<file path="src/rtl/lsd_pkg.sv">
package lsd_pkg;
	// Blink timebase: 4 flashes per second, half period 125 ms
	localparam int unsigned CLK_PERIOD_NS  = 8;
	localparam int unsigned BLINK_HALF_NS  = 125_000_000;
	localparam int unsigned BLINK_HALF_CYC = BLINK_HALF_NS / CLK_PERIOD_NS;
	localparam int unsigned TB_W           = 24;

	localparam int unsigned N_CU  = 8;
	localparam int unsigned N_SFP = 6;

	// Register byte offsets
	localparam logic [7:0] OFS_CTRL = 8'h00;
	localparam logic [7:0] OFS_STAT = 8'h04;
	localparam logic [7:0] OFS_MASK = 8'h08;
	localparam logic [7:0] OFS_LAMP = 8'h0c;

	localparam int unsigned ROLE_W   = 8;
	localparam int unsigned EV_W     = 4;
	localparam int unsigned LAMP_W   = 5;
	localparam logic [7:0]  CTRL_RST = 8'h00;
	localparam logic [3:0]  MASK_RST = 4'h0;

	// Event bit positions in status and mask
	localparam int unsigned EV_FAULT = 0;
	localparam int unsigned EV_SUP1  = 1;
	localparam int unsigned EV_SUP2  = 2;
	localparam int unsigned EV_REDUN = 3;

	localparam logic [1:0] SPD_10   = 2'h0;
	localparam logic [1:0] SPD_100  = 2'h1;
	localparam logic [1:0] SPD_1000 = 2'h2;
	localparam logic [1:0] SPD_2500 = 2'h3;

	localparam logic [1:0] ROT_FAULT  = 2'h0;
	localparam logic [1:0] ROT_LEADER = 2'h1;
	localparam logic [1:0] ROT_CPL    = 2'h2;

	// Software-set roles, low byte of the control register
	typedef struct packed {
		logic xfer;
		logic couple;
		logic tail;
		logic chain_member;
		logic ring_member;
		logic root;
		logic head;
		logic master;
	} lsd_role_t;

	typedef struct packed {
		logic sysinfo_fail;
		logic cfg_mem_err;
		logic relay;
		logic rate_shut;
		logic ring_bad;
	} lsd_fault_src_t;

	typedef struct packed {
		logic ring_down;
		logic chain_down;
		logic ring_port_down;
		logic head_port_down;
		logic tail_port_down;
	} lsd_redund_t;

	typedef struct packed {
		logic       active;
		logic       link;
		logic [1:0] speed;
		logic       tx;
	} lsd_port_t;

	typedef struct packed {
		logic fault;
		logic supply_one_lamp;
		logic supply_two_lamp;
		logic ring_leader_lamp;
		logic coupler_end_lamp;
	} lsd_sys_lamp_t;
endpackage : lsd_pkg

</file>
<file path="src/rtl/lsd_led_driver.sv">
// The implementer's own choices: the APB slave port and the register offsets.
`timescale 1ns/1ns
module lsd_led_driver #(
	parameter int unsigned HALF_CYC = lsd_pkg::BLINK_HALF_CYC
) (
	input  wire logic                         mclk_i,
	input  wire logic                         rst_b_i,
	input  wire logic                         psel_i,
	input  wire logic                         penable_i,
	input  wire logic                         pwrite_i,
	input  wire logic [7:0]                   paddr_i,
	input  wire logic [31:0]                  pwdata_i,
	output logic      [31:0]                  prdata_o,
	output logic                              pready_o,
	output logic                              pslverr_o,
	input  wire lsd_pkg::lsd_fault_src_t      fault_src_i,
	input  wire logic [1:0]                   power_input_i,
	input  wire lsd_pkg::lsd_redund_t         redund_i,
	input  wire lsd_pkg::lsd_port_t [7:0]     cu_port_i,
	input  wire lsd_pkg::lsd_port_t [5:0]     sfp_port_i,
	output lsd_pkg::lsd_sys_lamp_t            sys_lamp_o,
	output logic      [7:0]                   cu_up_lamp_o,
	output logic      [7:0]                   cu_lo_lamp_o,
	output logic      [5:0]                   sfp_grn_lamp_o,
	output logic      [5:0]                   sfp_amb_lamp_o,
	output logic                              irq_o
);
	import lsd_pkg::*;

	function automatic logic lamp_fn(input logic on, input logic blk, input logic ph);
		return blk ? ph : on;
	endfunction : lamp_fn

	// Lit only on a live link at one of two speeds; transmit turns steady into blink
	function automatic logic port_fn(input lsd_port_t p, input logic [1:0] sa,
			input logic [1:0] sb, input logic ph);
		logic up;
		up = p.active & p.link & ((p.speed == sa) | (p.speed == sb));
		return lamp_fn(up, up & p.tx, ph);
	endfunction : port_fn

	logic [TB_W-1:0]     tb_cnt;
	logic [TB_W-1:0]     next_tb_cnt;
	logic                blink_ph;
	logic                next_blink_ph;
	logic                tick;

	lsd_role_t           role;
	lsd_role_t           next_role;
	logic [EV_W-1:0]     stat;
	logic [EV_W-1:0]     next_stat;
	logic [EV_W-1:0]     mask;
	logic [EV_W-1:0]     next_mask;
	logic [EV_W-1:0]     prev;
	logic [EV_W-1:0]     next_prev;
	logic [EV_W-1:0]     ev;
	logic [1:0]          rot;
	logic [1:0]          next_rot;
	logic                live;
	logic [31:0]         next_prdata;
	logic                next_pready;
	logic                next_pslverr;
	logic                next_irq;
	lsd_sys_lamp_t       next_sys;
	logic [7:0]          next_cu_up;
	logic [7:0]          next_cu_lo;
	logic [5:0]          next_sfp_grn;
	logic [5:0]          next_sfp_amb;

	logic                boot_fail;
	logic                ev_fault;
	logic                leader_on;
	logic                leader_blk;
	logic                cpl_on;
	logic                cpl_blk;
	logic                acc;
	logic                wr;
	logic                mapped;

	// Timebase: every blinking lamp reads the same phase, so they stay in step
	always_comb begin
		tick          = (tb_cnt == TB_W'(HALF_CYC - 1));
		next_tb_cnt   = tick ? '0 : tb_cnt + TB_W'(1);
		next_blink_ph = tick ? ~blink_ph : blink_ph;
	end

	always_ff @(posedge mclk_i) begin
		if (!rst_b_i) begin
			tb_cnt   <= '0;
			blink_ph <= 1'b0;
		end else begin
			tb_cnt   <= next_tb_cnt;
			blink_ph <= next_blink_ph;
		end
	end

	always_comb begin
		boot_fail  = fault_src_i.sysinfo_fail | fault_src_i.cfg_mem_err;
		ev_fault   = fault_src_i.relay | fault_src_i.rate_shut
			| fault_src_i.ring_bad;
		leader_on  = role.master | role.head | role.root;
		leader_blk = (role.master & redund_i.ring_down)
			| (role.head & redund_i.chain_down)
			| (role.ring_member & redund_i.ring_port_down)
			| ((role.chain_member | role.tail) & redund_i.head_port_down);
		cpl_on     = role.couple | role.tail;
		// Blink only while a coupler or tail role is enabled, so outside xfer rotation the lamp stays dark otherwise
		cpl_blk    = cpl_on & ((role.tail & redund_i.chain_down)
			| ((role.chain_member | role.head) & redund_i.tail_port_down));

		acc    = psel_i & penable_i;
		wr     = acc & pready_o & pwrite_i;
		mapped = (paddr_i == OFS_CTRL) | (paddr_i == OFS_STAT)
			| (paddr_i == OFS_MASK) | (paddr_i == OFS_LAMP);

		// One wait state: pready rises in the second access cycle
		next_pready  = acc & ~pready_o;
		next_pslverr = acc & ~pready_o & ~mapped;
		next_prdata  = prdata_o;
		if (acc && !pready_o) begin
			case (paddr_i)
				OFS_CTRL: next_prdata = {24'h0, role};
				OFS_STAT: next_prdata = {28'h0, stat};
				OFS_MASK: next_prdata = {28'h0, mask};
				OFS_LAMP: next_prdata = {27'h0, sys_lamp_o};
				default:  next_prdata = 32'h0;
			endcase
		end

		next_role = role;
		next_mask = mask;
		if (wr && paddr_i == OFS_CTRL) begin
			next_role = lsd_role_t'(pwdata_i[ROLE_W-1:0]);
		end
		if (wr && paddr_i == OFS_MASK) begin
			next_mask = pwdata_i[EV_W-1:0];
		end

		next_prev           = prev;
		next_prev[EV_FAULT] = boot_fail | ev_fault;
		next_prev[EV_SUP1]  = power_input_i[0];
		next_prev[EV_SUP2]  = power_input_i[1];
		next_prev[EV_REDUN] = leader_blk | cpl_blk;
		ev                  = '0;
		ev[EV_FAULT]        = next_prev[EV_FAULT] & ~prev[EV_FAULT];
		ev[EV_SUP1]         = next_prev[EV_SUP1] ^ prev[EV_SUP1];
		ev[EV_SUP2]         = next_prev[EV_SUP2] ^ prev[EV_SUP2];
		ev[EV_REDUN]        = next_prev[EV_REDUN] & ~prev[EV_REDUN];
		// New events are ORed in after the clear so a same-cycle event survives
		next_stat = stat;
		if (wr && paddr_i == OFS_STAT) begin
			next_stat = stat & ~pwdata_i[EV_W-1:0];
		end
		next_stat = next_stat | ev;
		next_irq  = |(next_stat & next_mask);

		// Rotation walks fault, leader, coupler one at a time per half period
		next_rot = '0;
		if (role.xfer) begin
			next_rot = tick ? ((rot == ROT_CPL) ? ROT_FAULT : rot + 2'h1) : rot;
		end

		next_sys.supply_one_lamp = power_input_i[0];
		next_sys.supply_two_lamp = power_input_i[1];
		if (role.xfer) begin
			next_sys.fault            = (rot == ROT_FAULT);
			next_sys.ring_leader_lamp = (rot == ROT_LEADER);
			next_sys.coupler_end_lamp = (rot == ROT_CPL);
		end else begin
			next_sys.fault            = boot_fail | ev_fault;
			next_sys.ring_leader_lamp = lamp_fn(leader_on, leader_blk, blink_ph);
			next_sys.coupler_end_lamp = lamp_fn(cpl_on, cpl_blk, blink_ph);
		end

		for (int i = 0; i < N_CU; i++) begin
			next_cu_up[i] = port_fn(cu_port_i[i], SPD_1000, SPD_1000, blink_ph);
			next_cu_lo[i] = port_fn(cu_port_i[i], SPD_10, SPD_100, blink_ph);
		end
		for (int i = 0; i < N_SFP; i++) begin
			next_sfp_grn[i] = port_fn(sfp_port_i[i], SPD_2500, SPD_2500, blink_ph);
			next_sfp_amb[i] = port_fn(sfp_port_i[i], SPD_1000, SPD_1000, blink_ph);
		end
	end

	always_ff @(posedge mclk_i) begin
		if (!rst_b_i) begin
			role           <= lsd_role_t'(CTRL_RST);
			mask           <= MASK_RST;
			stat           <= '0;
			prev           <= '0;
			rot            <= ROT_FAULT;
			live           <= 1'b0;
			prdata_o       <= 32'h0;
			pready_o       <= 1'b0;
			pslverr_o      <= 1'b0;
			irq_o          <= 1'b0;
			sys_lamp_o     <= '0;
			cu_up_lamp_o   <= '0;
			cu_lo_lamp_o   <= '0;
			sfp_grn_lamp_o <= '0;
			sfp_amb_lamp_o <= '0;
		end else begin
			role           <= next_role;
			mask           <= next_mask;
			stat           <= next_stat;
			prev           <= next_prev;
			rot            <= next_rot;
			live           <= 1'b1;
			prdata_o       <= next_prdata;
			pready_o       <= next_pready;
			pslverr_o      <= next_pslverr;
			irq_o          <= next_irq;
			sys_lamp_o     <= next_sys;
			cu_up_lamp_o   <= next_cu_up;
			cu_lo_lamp_o   <= next_cu_lo;
			sfp_grn_lamp_o <= next_sfp_grn;
			sfp_amb_lamp_o <= next_sfp_amb;
		end
	end
endmodule : lsd_led_driver

</file>
<file path="config.mk">
export PLATFORM = sky130hd
export DESIGN_NAME = lsd_led_driver
export DESIGN_NICKNAME = d
export VERILOG_FILES = /design/src/rtl/lsd_pkg.sv /design/src/rtl/lsd_led_driver.sv
export SDC_FILE = /design/constraint.sdc
export NUM_CORES = 1
export LEC_CHECK = 0
export ABC_AREA = 1
export BUFFER_PORTS_ARGS = -buffer_cell sky130_fd_sc_hd__buf_2
export CAP_MARGIN = 20
export CORE_AREA = 3 3 100 102
export DETAILED_ROUTE_END_ITERATION = 12
export DIE_AREA = 0 0 103 105
export PLACE_DENSITY = 0.77
export SYNTH_ARGS = -nofsm -noshare
export SYNTH_HDL_FRONTEND = slang
export SYNTH_SLANG_ARGS = --single-unit
</file>
<file path="constraint.sdc">
create_clock -name mclk_i -period 1.8 [get_ports mclk_i]
set_clock_uncertainty 0.15 [all_clocks]
set_input_delay 0.09 -clock mclk_i [delete_from_list [all_inputs] [get_ports mclk_i]]
set_output_delay 0.09 -clock mclk_i [all_outputs]
set_load 0.05 [all_outputs]
</file>
==> Word-level counts from Yosys, hierarchy flattened <==
Cells that the tools add are included.
{ "totals": {"out_inout_bits": 68, "reg_bits": 115, "inputBits": 127, "word_cells": 238} }
{ "op_classes": {"n_bitwise": 121, "n_addsub": 2, "n_eq_ne": 34, "n_reduce_logical": 18, "muxes": 36} }
{ "ops": {"columns": ["operator", "n"], "rows": [
  ["$and 1x1->1", 84],
  ["$eq 2x2->1 const B", 21],
  ["$pmux 8 s4", 1],
  ["$mux 1", 31],
  ["$or 1x1->1", 25],
  ["$add 24x1->24 const B", 1],
  ["$eq 24x24->1 const B", 1],
  ["$eq 2x1->1 const B", 9],
  ["$logic_not 2->1", 9],
  ["$eq 8x4->1 const B", 2],
  ["$and 4x4->4", 2],
  ["$eq 8x3->1 const B", 1],
  ["$logic_not 8->1", 1],
  ["$mux 4", 2],
  ["$not 1->1", 6],
  ["$logic_and 1x1->1", 4],
  ["$mux 2", 2],
  ["$not 4->4", 1],
  ["$or 4x4->4", 1],
  ["$reduce_or 4->1", 1],
  ["$add 2x1->2 const B", 1],
  ["$reduce_and 2->1", 1],
  ["$reduce_or 2->1", 1],
  ["$xor 1x1->1", 2],
  ["$logic_not 1->1", 1]
]} }

==> Logic depth before layout (Yosys ltp) <==
Gate-level depths: netlist of run 1.
{ "depth": {"depth_word": 9, "depth_mapped": 11, "mapped_depth_nobuf": 11} }

==> Worst setup path before layout of run 1 <==
OpenSTA, ideal clock, no wires.
{ "synth_path": {"path_kind": "flip-flop to flip-flop", "startpoint": "register pready_o", "endpoint": "register irq_o", "period_less_slack_ns": 1.766, "path_stages_with_launch": 10, "required_ns": 1.522, "path_slack_ns": 0.034, "t_arrival_ns": 1.488, "n_path_buf": 0, "setup_ns": 0.128, "path_cell_list": "dfxtp_1 > nand2_1 > nor2_2 > nand2_2 > nand2_1 > nand2_1 > nand2_1 > nand2_1 > nor2_1 > nor2_1"} }
{ "synth_between": {"elab_chain_len": 7, "word_cells_on_any_way": 9} }
{ "synth_rtl": {"columns": ["item", "line_no", "rtl"], "rows": [
  ["start: declaration", "lsd_led_driver.sv:14", "output logic pready_o,"],
  ["start signal: assignment", "lsd_led_driver.sv:210", "pready_o <= next_pready;"],
  ["$and 1x1->1 * (2 in a row)", "lsd_led_driver.sv:112", "wr = acc & pready_o & pwrite_i;"],
  ["$logic_and 1x1->1", "lsd_led_driver.sv:151", "if (wr && paddr_i == OFS_STAT) begin"],
  ["$mux 4", "lsd_led_driver.sv:151", null],
  ["$or 4x4->4", "lsd_led_driver.sv:154", "next_stat = next_stat | ev;"],
  ["$and 4x4->4 *", "lsd_led_driver.sv:155", "next_irq = |(next_stat & next_mask);"],
  ["$reduce_or 4->1 *", "lsd_led_driver.sv:155", null],
  ["end signal: assignment", "lsd_led_driver.sv:212", "irq_o <= next_irq;"],
  ["end: declaration", "lsd_led_driver.sv:26", "output logic irq_o"]
]} }
Every way passes the cells marked *; elsewhere a longest branch is shown, timed or not.
A chain may end at the register's enable or synchronous reset.

==> Worst setup path after layout of run 1 <==
{ "layout_path": {"startpoint": "register tb_cnt[0]", "endpoint": "register rot[0]"} }
{ "layout_between": {"elab_chain_len": 1} }
{ "layout_rtl": {"columns": ["item", "line_no", "rtl"], "rows": [
  ["start: declaration", "lsd_led_driver.sv:42", "logic [TB_W-1:0] tb_cnt;"],
  ["start signal: assignment", "lsd_led_driver.sv:92", "tb_cnt <= next_tb_cnt;"],
  ["$eq 24x24->1", "lsd_led_driver.sv:82", "tick = (tb_cnt == TB_W'(HALF_CYC - 1));"],
  ["end signal: assignment", "lsd_led_driver.sv:207", "rot <= next_rot;"],
  ["end: declaration", "lsd_led_driver.sv:57", "logic [1:0] rot;"]
]} }
No other way between the ends.

==> flow_metrics.py, run 1 <==
metrics = {
    "logic_synthesis": {
        "yosysTopAreaCell": "dfxtp_1",
        "synth.avg_cell_area_um2": 7.47,
        "syn_inst": 554,
        "ys_types": 42,
        "yosysWarnings": 0,
        "synthesis.area_um2": 4140,
        "synth_top_area_share_pct": 43.0,
        "ys.flop_type": "dfxtp_1",
        "synth_area_leaders": "dfxtp_1 43%, nand2_1 12%, nor2_1 5.9%",
        "async_flop_share_pct": 0,
        "synth_edf_count": 0,
        "ys_ff_latch": 89,
        "ys_seq_area_share_pct": 43.0,
    },
    "clock_tree": {
        "numCtsBuffers": 9,
        "h-tree-depth": 3,
        "clockBufferDepth": 2,
        "clk_latency_ns": 0.36,
        "cts_sinks": 89,
        "cts_tree": "yes",
        "clk_pin_slew_ns": 0.09,
        "cts-root-buf": "clkbuf_8",
    },
    "die": {
        "pin_count": 195,
        "dieArea_um2": 10800,
        "num_rows": 35,
        "start_util_pct": 45.0,
        "core_area_um2": 9200,
        "dieHeight_um": 105,
        "die_w_um": 103,
    },
    "setup_path": {
        "worstRegToRegCells": 9,
        "cp-end-kind": "register",
        "r2r_setup_slack_ns": 0.11,
        "r2r_end": "rot[0]",
        "critPathSlowestCell": "dfxtp_2",
        "r2r_start": "tb_cnt[0]",
        "cp_num_buf_inv": 2,
        "crit_fanout": 5,
        "required_ns": 1.91,
        "max_stage_delay_ns": 0.37,
        "critPathLaunchType": "register",
        "cp.arrival_ns": 1.80,
        "cp_num_cells": 9,
        "path_cells": "ha_4 -> nand2_1 -> inv_2 -> nand3_2 -> nor2_4 -> nand4_4 -> buf_6 -> o21bai_1 -> nor2_1",
        "crit_type": "reg2reg",
        "crit_family": "simple AND/OR/NAND/NOR gates",
    },
    "power_and_ir_drop": {
        "p_leak_nw": 2.78,
        "pwr_density_cell_nw_per_um2": 695,
        "vdd_ir_drop_max_v": 0.000638,
        "power.total_mw": 4.16,
    },
    "routing": {
        "drtIter0Drc": 342,
        "final_antenna_net_count": 0,
        "viasPerCell": 5.16,
        "via_count": 4674,
        "drc": 0,
        "drtPass1Iterations": 5,
        "wl_per_cell_um": 15.5,
        "wirelength_um": 14000,
    },
    "placed_design": {
        "io_buffers": 146,
        "routabilityCongestion": 0.928,
        "dp_hpwl_um": 8480,
    },
    "sta": {
        "post-route-min-period_ns": 1.69,
        "slew_viol_final": 0,
        "finalSetupViolations": 0,
        "max_freq_ghz": 0.593,
        "final_hold_viol_count": 0,
        "finalCritPeriodShare_pct": 93.6,
    },
    "global_routing": {
        "gr-total-overflow": 0,
        "grt_pass1_wl_um": 21900,
        "grt_antenna_before_repair": 0,
        "grt_start_max_net_pins": 31,
        "grt_pass1_vias": 4578,
        "globalRouteTotalUtil_pct": 25.5,
    },
    "run_status": {
        "outcome": "finished clean",
    },
    "finish": {
        "drive_above_1_share_pct": 27.7,
        "final_nets": 915,
        "nFillCells": 688,
        "syn_to_final_growth_pct": 44.7,
        "fin_util_pct": 65.1,
    },
    "worst_hold_path": {
        "hold_end": "prev[3]",
        "hold_depth": 5,
        "min_from": "redund_i[2]",
        "hold_path.class": "in2reg",
    },
    "job": {
        "maxCapViolCount": 0,
    },
}
[routing by layer]
metal | global-route usage, % | wire (um)
met2 | 40.6 | 6630
met5 | 0 | 0
met1 | 31.7 | 5610
met3 | 8.21 | 1360
met4 | 9.90 | 406
[report_power, final]
part / leakage (nW) / switching [mW] / internal (mW) / total [mW]
clock network: 0.111 / 0.721 / 0.825 / 1.55
registers: 0.721 / 0.0165 / 2.00 / 2.01
logic: 1.95 / 0.363 / 0.241 / 0.604
total: 2.78 / 1.10 / 3.06 / 4.16
[cell usage after synthesis, types with 2 or more instances]
cell and number:
a21oi_1 31, and3_1 2, buf_4 26, clkbuf_1 6, dfxtp_1 89, inv_1 38, inv_2 9, nand2_1 132
nand2_2 7, nand2_4 3, nand3_1 39, nand4_1 9, nor2_1 65, nor2_2 6, nor2_4 6, nor3_1 19
nor3b_1 7, nor3b_2 3, nor4_1 13, o21ai_0 15, o21bai_1 2, or2_0 2, xnor2_1 5, xor2_1 2
[cells in the final DEF, fill, tap and decap left out, types with 18 or more instances in the layout]
cell,netlist,final
buf_2,1,146
nand2_1,132,132
dfxtp_1,89,88
dlygate4sd3_1,0,80
nor2_1,65,64
inv_1,38,38
nand3_1,39,38
a21oi_1,31,31
conb_1,1,24
nor3_1,19,18
[what timing repair did]
action / in CTS / in global routing
hold endpoints to repair: 48 / 0
resized for setup: 0 / 11
hold buffers: 80 / 0
setup buffers: 0 / 3
setup endpoints to repair: 0 / 27
[stage by stage]
step / hold slack (ns) / cell area, um^2 / std cells / worst slack, ns / setup TNS, ns
final: 0.0213 / 5990 / 905 / 0.115 / 0
after global routing: 0.0433 / 5990 / 903 / -0.000191 / -0.000191
after CTS: 0.00130 / 5900 / 900 / 0.0249 / 0
after detailed placement: 0.104 / 4880 / 804 / 0.0473 / 0
after global placement: 0.103 / 4880 / 804 / 0.0924 / 0
after floorplan: 0.0167 / 4230 / 577 / 0.0339 / 0
[kinds of logic after synthesis]
logic type | after synthesis | share of synthesized area [%]
compound gates | 51 | 6.53
xor+xnor | 7 | 1.48
fa+ha+maj | 1 | 0.302
buf+inv | 84 | 10.6
flops | 89 | 43.0
other cells | 1 | 0.0906
simple gates | 321 | 37.9
[worst reg2reg max path: cells and delay by family, from the launching register on]
| kind | cells | cell delay (ns) |
|---|---|---|
| flops | 1 | 0.37 |
| simple gates | 5 | 0.51 |
| buf+inv | 2 | 0.29 |
| compound gates | 1 | 0.13 |
| fa+ha+maj | 1 | 0.14 |
[registers in the layout, summed over array words and instances (netlist names)]
name and flops:
mask 4, prev 4, prdata_o 8, rot 2, cu_lo_lamp_o 8, sfp_amb_lamp_o 6, role 8, tb_cnt 24
stat 4, pslverr_o 1, cu_up_lamp_o 8, pready_o 1, sfp_grn_lamp_o 6, irq_o 1, sys_lamp_o 3, blink_ph 1
[layout make-up]
cell class	instances	area (um^2)	area share (%)
multi-input cells	404	2060	34.4
flip-flops and latches	89	1780	29.8
repair buffers	235	1600	26.8
inverters	48	181	3.03
clock buffers	12	145	2.42
well taps	111	139	2.32
clock inverters	4	73.8	1.23
diodes	2	5.00	0.0835
[how the worst max path moves through the flow]
stage / slack [ns] / from / endpoint
global route: -0.0002 / tb_cnt[1] / rot[0]
finish: 0.11 / tb_cnt[0] / rot[0]
global placement: 0.09 / tb_cnt[0] / tb_cnt[8]
detailed placement: 0.05 / tb_cnt[0] / tb_cnt[8]
CTS: 0.02 / tb_cnt[0] / tb_cnt[8]
floorplan: 0.03 / pready_o / irq_o
No activity file was read; power rests on OpenSTA's default activity.
==> run 2: changes to the inputs <==
CORE_AREA = 3 3 106 108   (was 3 3 100 102)
DIE_AREA = 0 0 109 111   (was 0 0 103 105)
PLACE_DENSITY = 0.7   (was 0.77)
RECOVER_POWER = 100   (was unset)
==> flow_metrics.py, run 2 (synthesis results as in run 1) <==
metrics = {
    "die": {
        "pin_count": 195,
        "die_w_um": 109,
        "start_util_pct": 40.1,
        "num_rows": 37,
        "dieArea_um2": 12100,
        "core_area_um2": 10300,
        "dieHeight_um": 111,
    },
    "setup_path": {
        "critPathLaunchType": "register",
        "path_cells": "ha_4 -> nand2_1 -> inv_2 -> nand3_2 -> nor2_4 -> nand4_4 -> buf_6 -> o21bai_1 -> nor2_1",
        "crit_type": "reg2reg",
        "max_stage_delay_ns": 0.36,
        "cp-end-kind": "register",
        "crit_fanout": 5,
        "critPathSlowestCell": "dfxtp_2",
        "required_ns": 1.92,
        "cp.arrival_ns": 1.82,
    },
    "clock_tree": {
        "clockBufferDepth": 2,
        "clk_pin_slew_ns": 0.09,
        "h-tree-depth": 3,
        "numCtsBuffers": 9,
        "cts_tree": "yes",
        "cts-root-buf": "clkbuf_8",
        "cts_sinks": 89,
        "clk_latency_ns": 0.37,
    },
    "finish": {
        "mostFrequentLayoutCell": "nand2_1",
        "layout_common_cells": "134 x nand2_1, 103 x buf_2, 87 x dfxtp_1",
        "final_nets": 927,
        "n_antenna_cell": 0,
        "largest_register_ffs": 24,
        "drive_above_1_share_pct": 22.0,
        "final_area_um2": 6020,
        "fin_util_pct": 58.3,
        "syn_to_final_growth_pct": 45.5,
        "regMostFlops": "tb_cnt",
    },
    "sta": {
        "post-route-min-period_ns": 1.70,
        "max_freq_ghz": 0.587,
        "finalSetupViolations": 0,
        "worst_slew_pin_slew_ns": 0.649,
        "finalCritPeriodShare_pct": 94.7,
        "setup-tns-final_ns": 0,
        "final_hold_viol_count": 0,
        "whs_ns": 0.0227,
        "slew_headroom_pct": 56.9,
        "rsz0062_at_grt": "false",
        "slew_viol_final": 0,
    },
    "global_routing": {
        "grt_pass1_vias": 4478,
        "grt_pass1_wl_um": 21300,
        "gr-total-overflow": 0,
        "grt_antenna_before_repair": 0,
        "globalRouteTotalUtil_pct": 22.2,
        "grt_start_max_net_pins": 24,
    },
    "routing": {
        "drc": 0,
        "final_antenna_net_count": 0,
        "viasPerCell": 4.85,
        "via_count": 4561,
        "drtPass1Iterations": 5,
        "drtIter0Drc": 353,
        "wl_per_cell_um": 14.3,
        "wirelength_um": 13400,
    },
    "power_and_ir_drop": {
        "p_clk_share_pct": 35.3,
        "intPower_mw": 2.93,
        "p_leak_nw": 2.61,
        "vdd_ir_drop_max_v": 0.000525,
        "comb_power_share_pct": 14.8,
        "seq_power_share_pct": 49.9,
        "pwr_density_cell_nw_per_um2": 671,
        "power.switching_mw": 1.11,
        "power.total_mw": 4.04,
        "sw_frac_of_total_pct": 27.6,
    },
    "placed_design": {
        "dp_hpwl_um": 8820,
        "io_buffers": 146,
        "dpl-instance-area_um2": 4950,
        "routabilityCongestion": 0.921,
    },
    "job": {
        "maxCapViolCount": 0,
    },
    "run_status": {
        "outcome": "finished clean",
    },
    "worst_hold_path": {
        "hold_path.class": "in2reg",
    },
}
## run 2: cell count changes in the layout (fill, tap and decap cells not counted), moves of 2 or more
cell / previous run / this run
dlygate4sd3_1: 80 / 86
nand2_1: 132 / 134
clkbuf_1: 2 / 46
diode_2: 2 / 0
nand2_2: 7 / 5
buf_2: 146 / 103
clkinvlp_4: 0 / 3
buf_4: 8 / 11
## run 2: cell type report
type / count / area (um^2)
tap: 136 / 170
sequential: 89 / 1780
fill: 924 / 4300
multi-input combinational: 404 / 2040
inverter: 48 / 181
clock buffer: 10 / 138
clock inverter: 6 / 66.3
timing repair buffer: 247 / 1640
## run 2: final timing paths
check / start / to / slack, ns / cells past startpoint
worst max-delay path: tb_cnt[0] / rot[0] / 0.1 / 9
worst min-delay path: fault_src_i[4] / stat[0] / 0.02 / 5
worst max register to register: tb_cnt[0] / rot[0] / 0.1 / 9
worst min register to register: tb_cnt[23] / tb_cnt[23] / 0.31 / 2
## run 2: per-layer routing
metal / wire (um) / track usage [%] / vias up / share of wire (%)
met3: 1120 / 6.99 / 30 / 8.3
met5: 0 / 0 / - / 0
met2: 6280 / 35.7 / 199 / 47
met4: 396 / 9.51 / 0 / 3.0
met1: 5630 / 26.9 / 2077 / 42
li1: - / - / 2255 / -
## run 2: per-stage QoR
| stage | cells | worst slack, ns |
|---|---|---|
| after floorplan | 577 | 0.0339 |
| after global placement | 834 | 0.0797 |
| after detailed placement | 834 | 0.0479 |
| after CTS | 936 | 0.0247 |
| after global routing | 940 | 0.0126 |
| final | 940 | 0.0961 |
## run 2: critical path, delay by kind of cell, from the launching register on
family	cells	cell delay (ns)
AND/OR/NAND/NOR	5	0.51
flip-flops	1	0.36
buffers and inverters	2	0.29
AO/OA/AOI/OAI	1	0.15
adder cells (fa/ha/maj)	1	0.13
## run 2: power by group through the flow
stage               combinational [mW]  sequential, mW  clock, mW
detailed placement               0.446            2.06          0
finish                           0.599            2.02       1.43
floorplan                        0.278            2.11          0
CTS                              0.577            2.01       1.46
global placement                 0.438            2.06          0
global route                     0.642            2.02       1.54
## run 2: repair_timing
action	in CTS	in global routing
hold buffers	86	0
endpoints found under the setup margin	0	26
endpoints found under the hold margin	49	0
resized for setup	0	11
buffers inserted	0	4
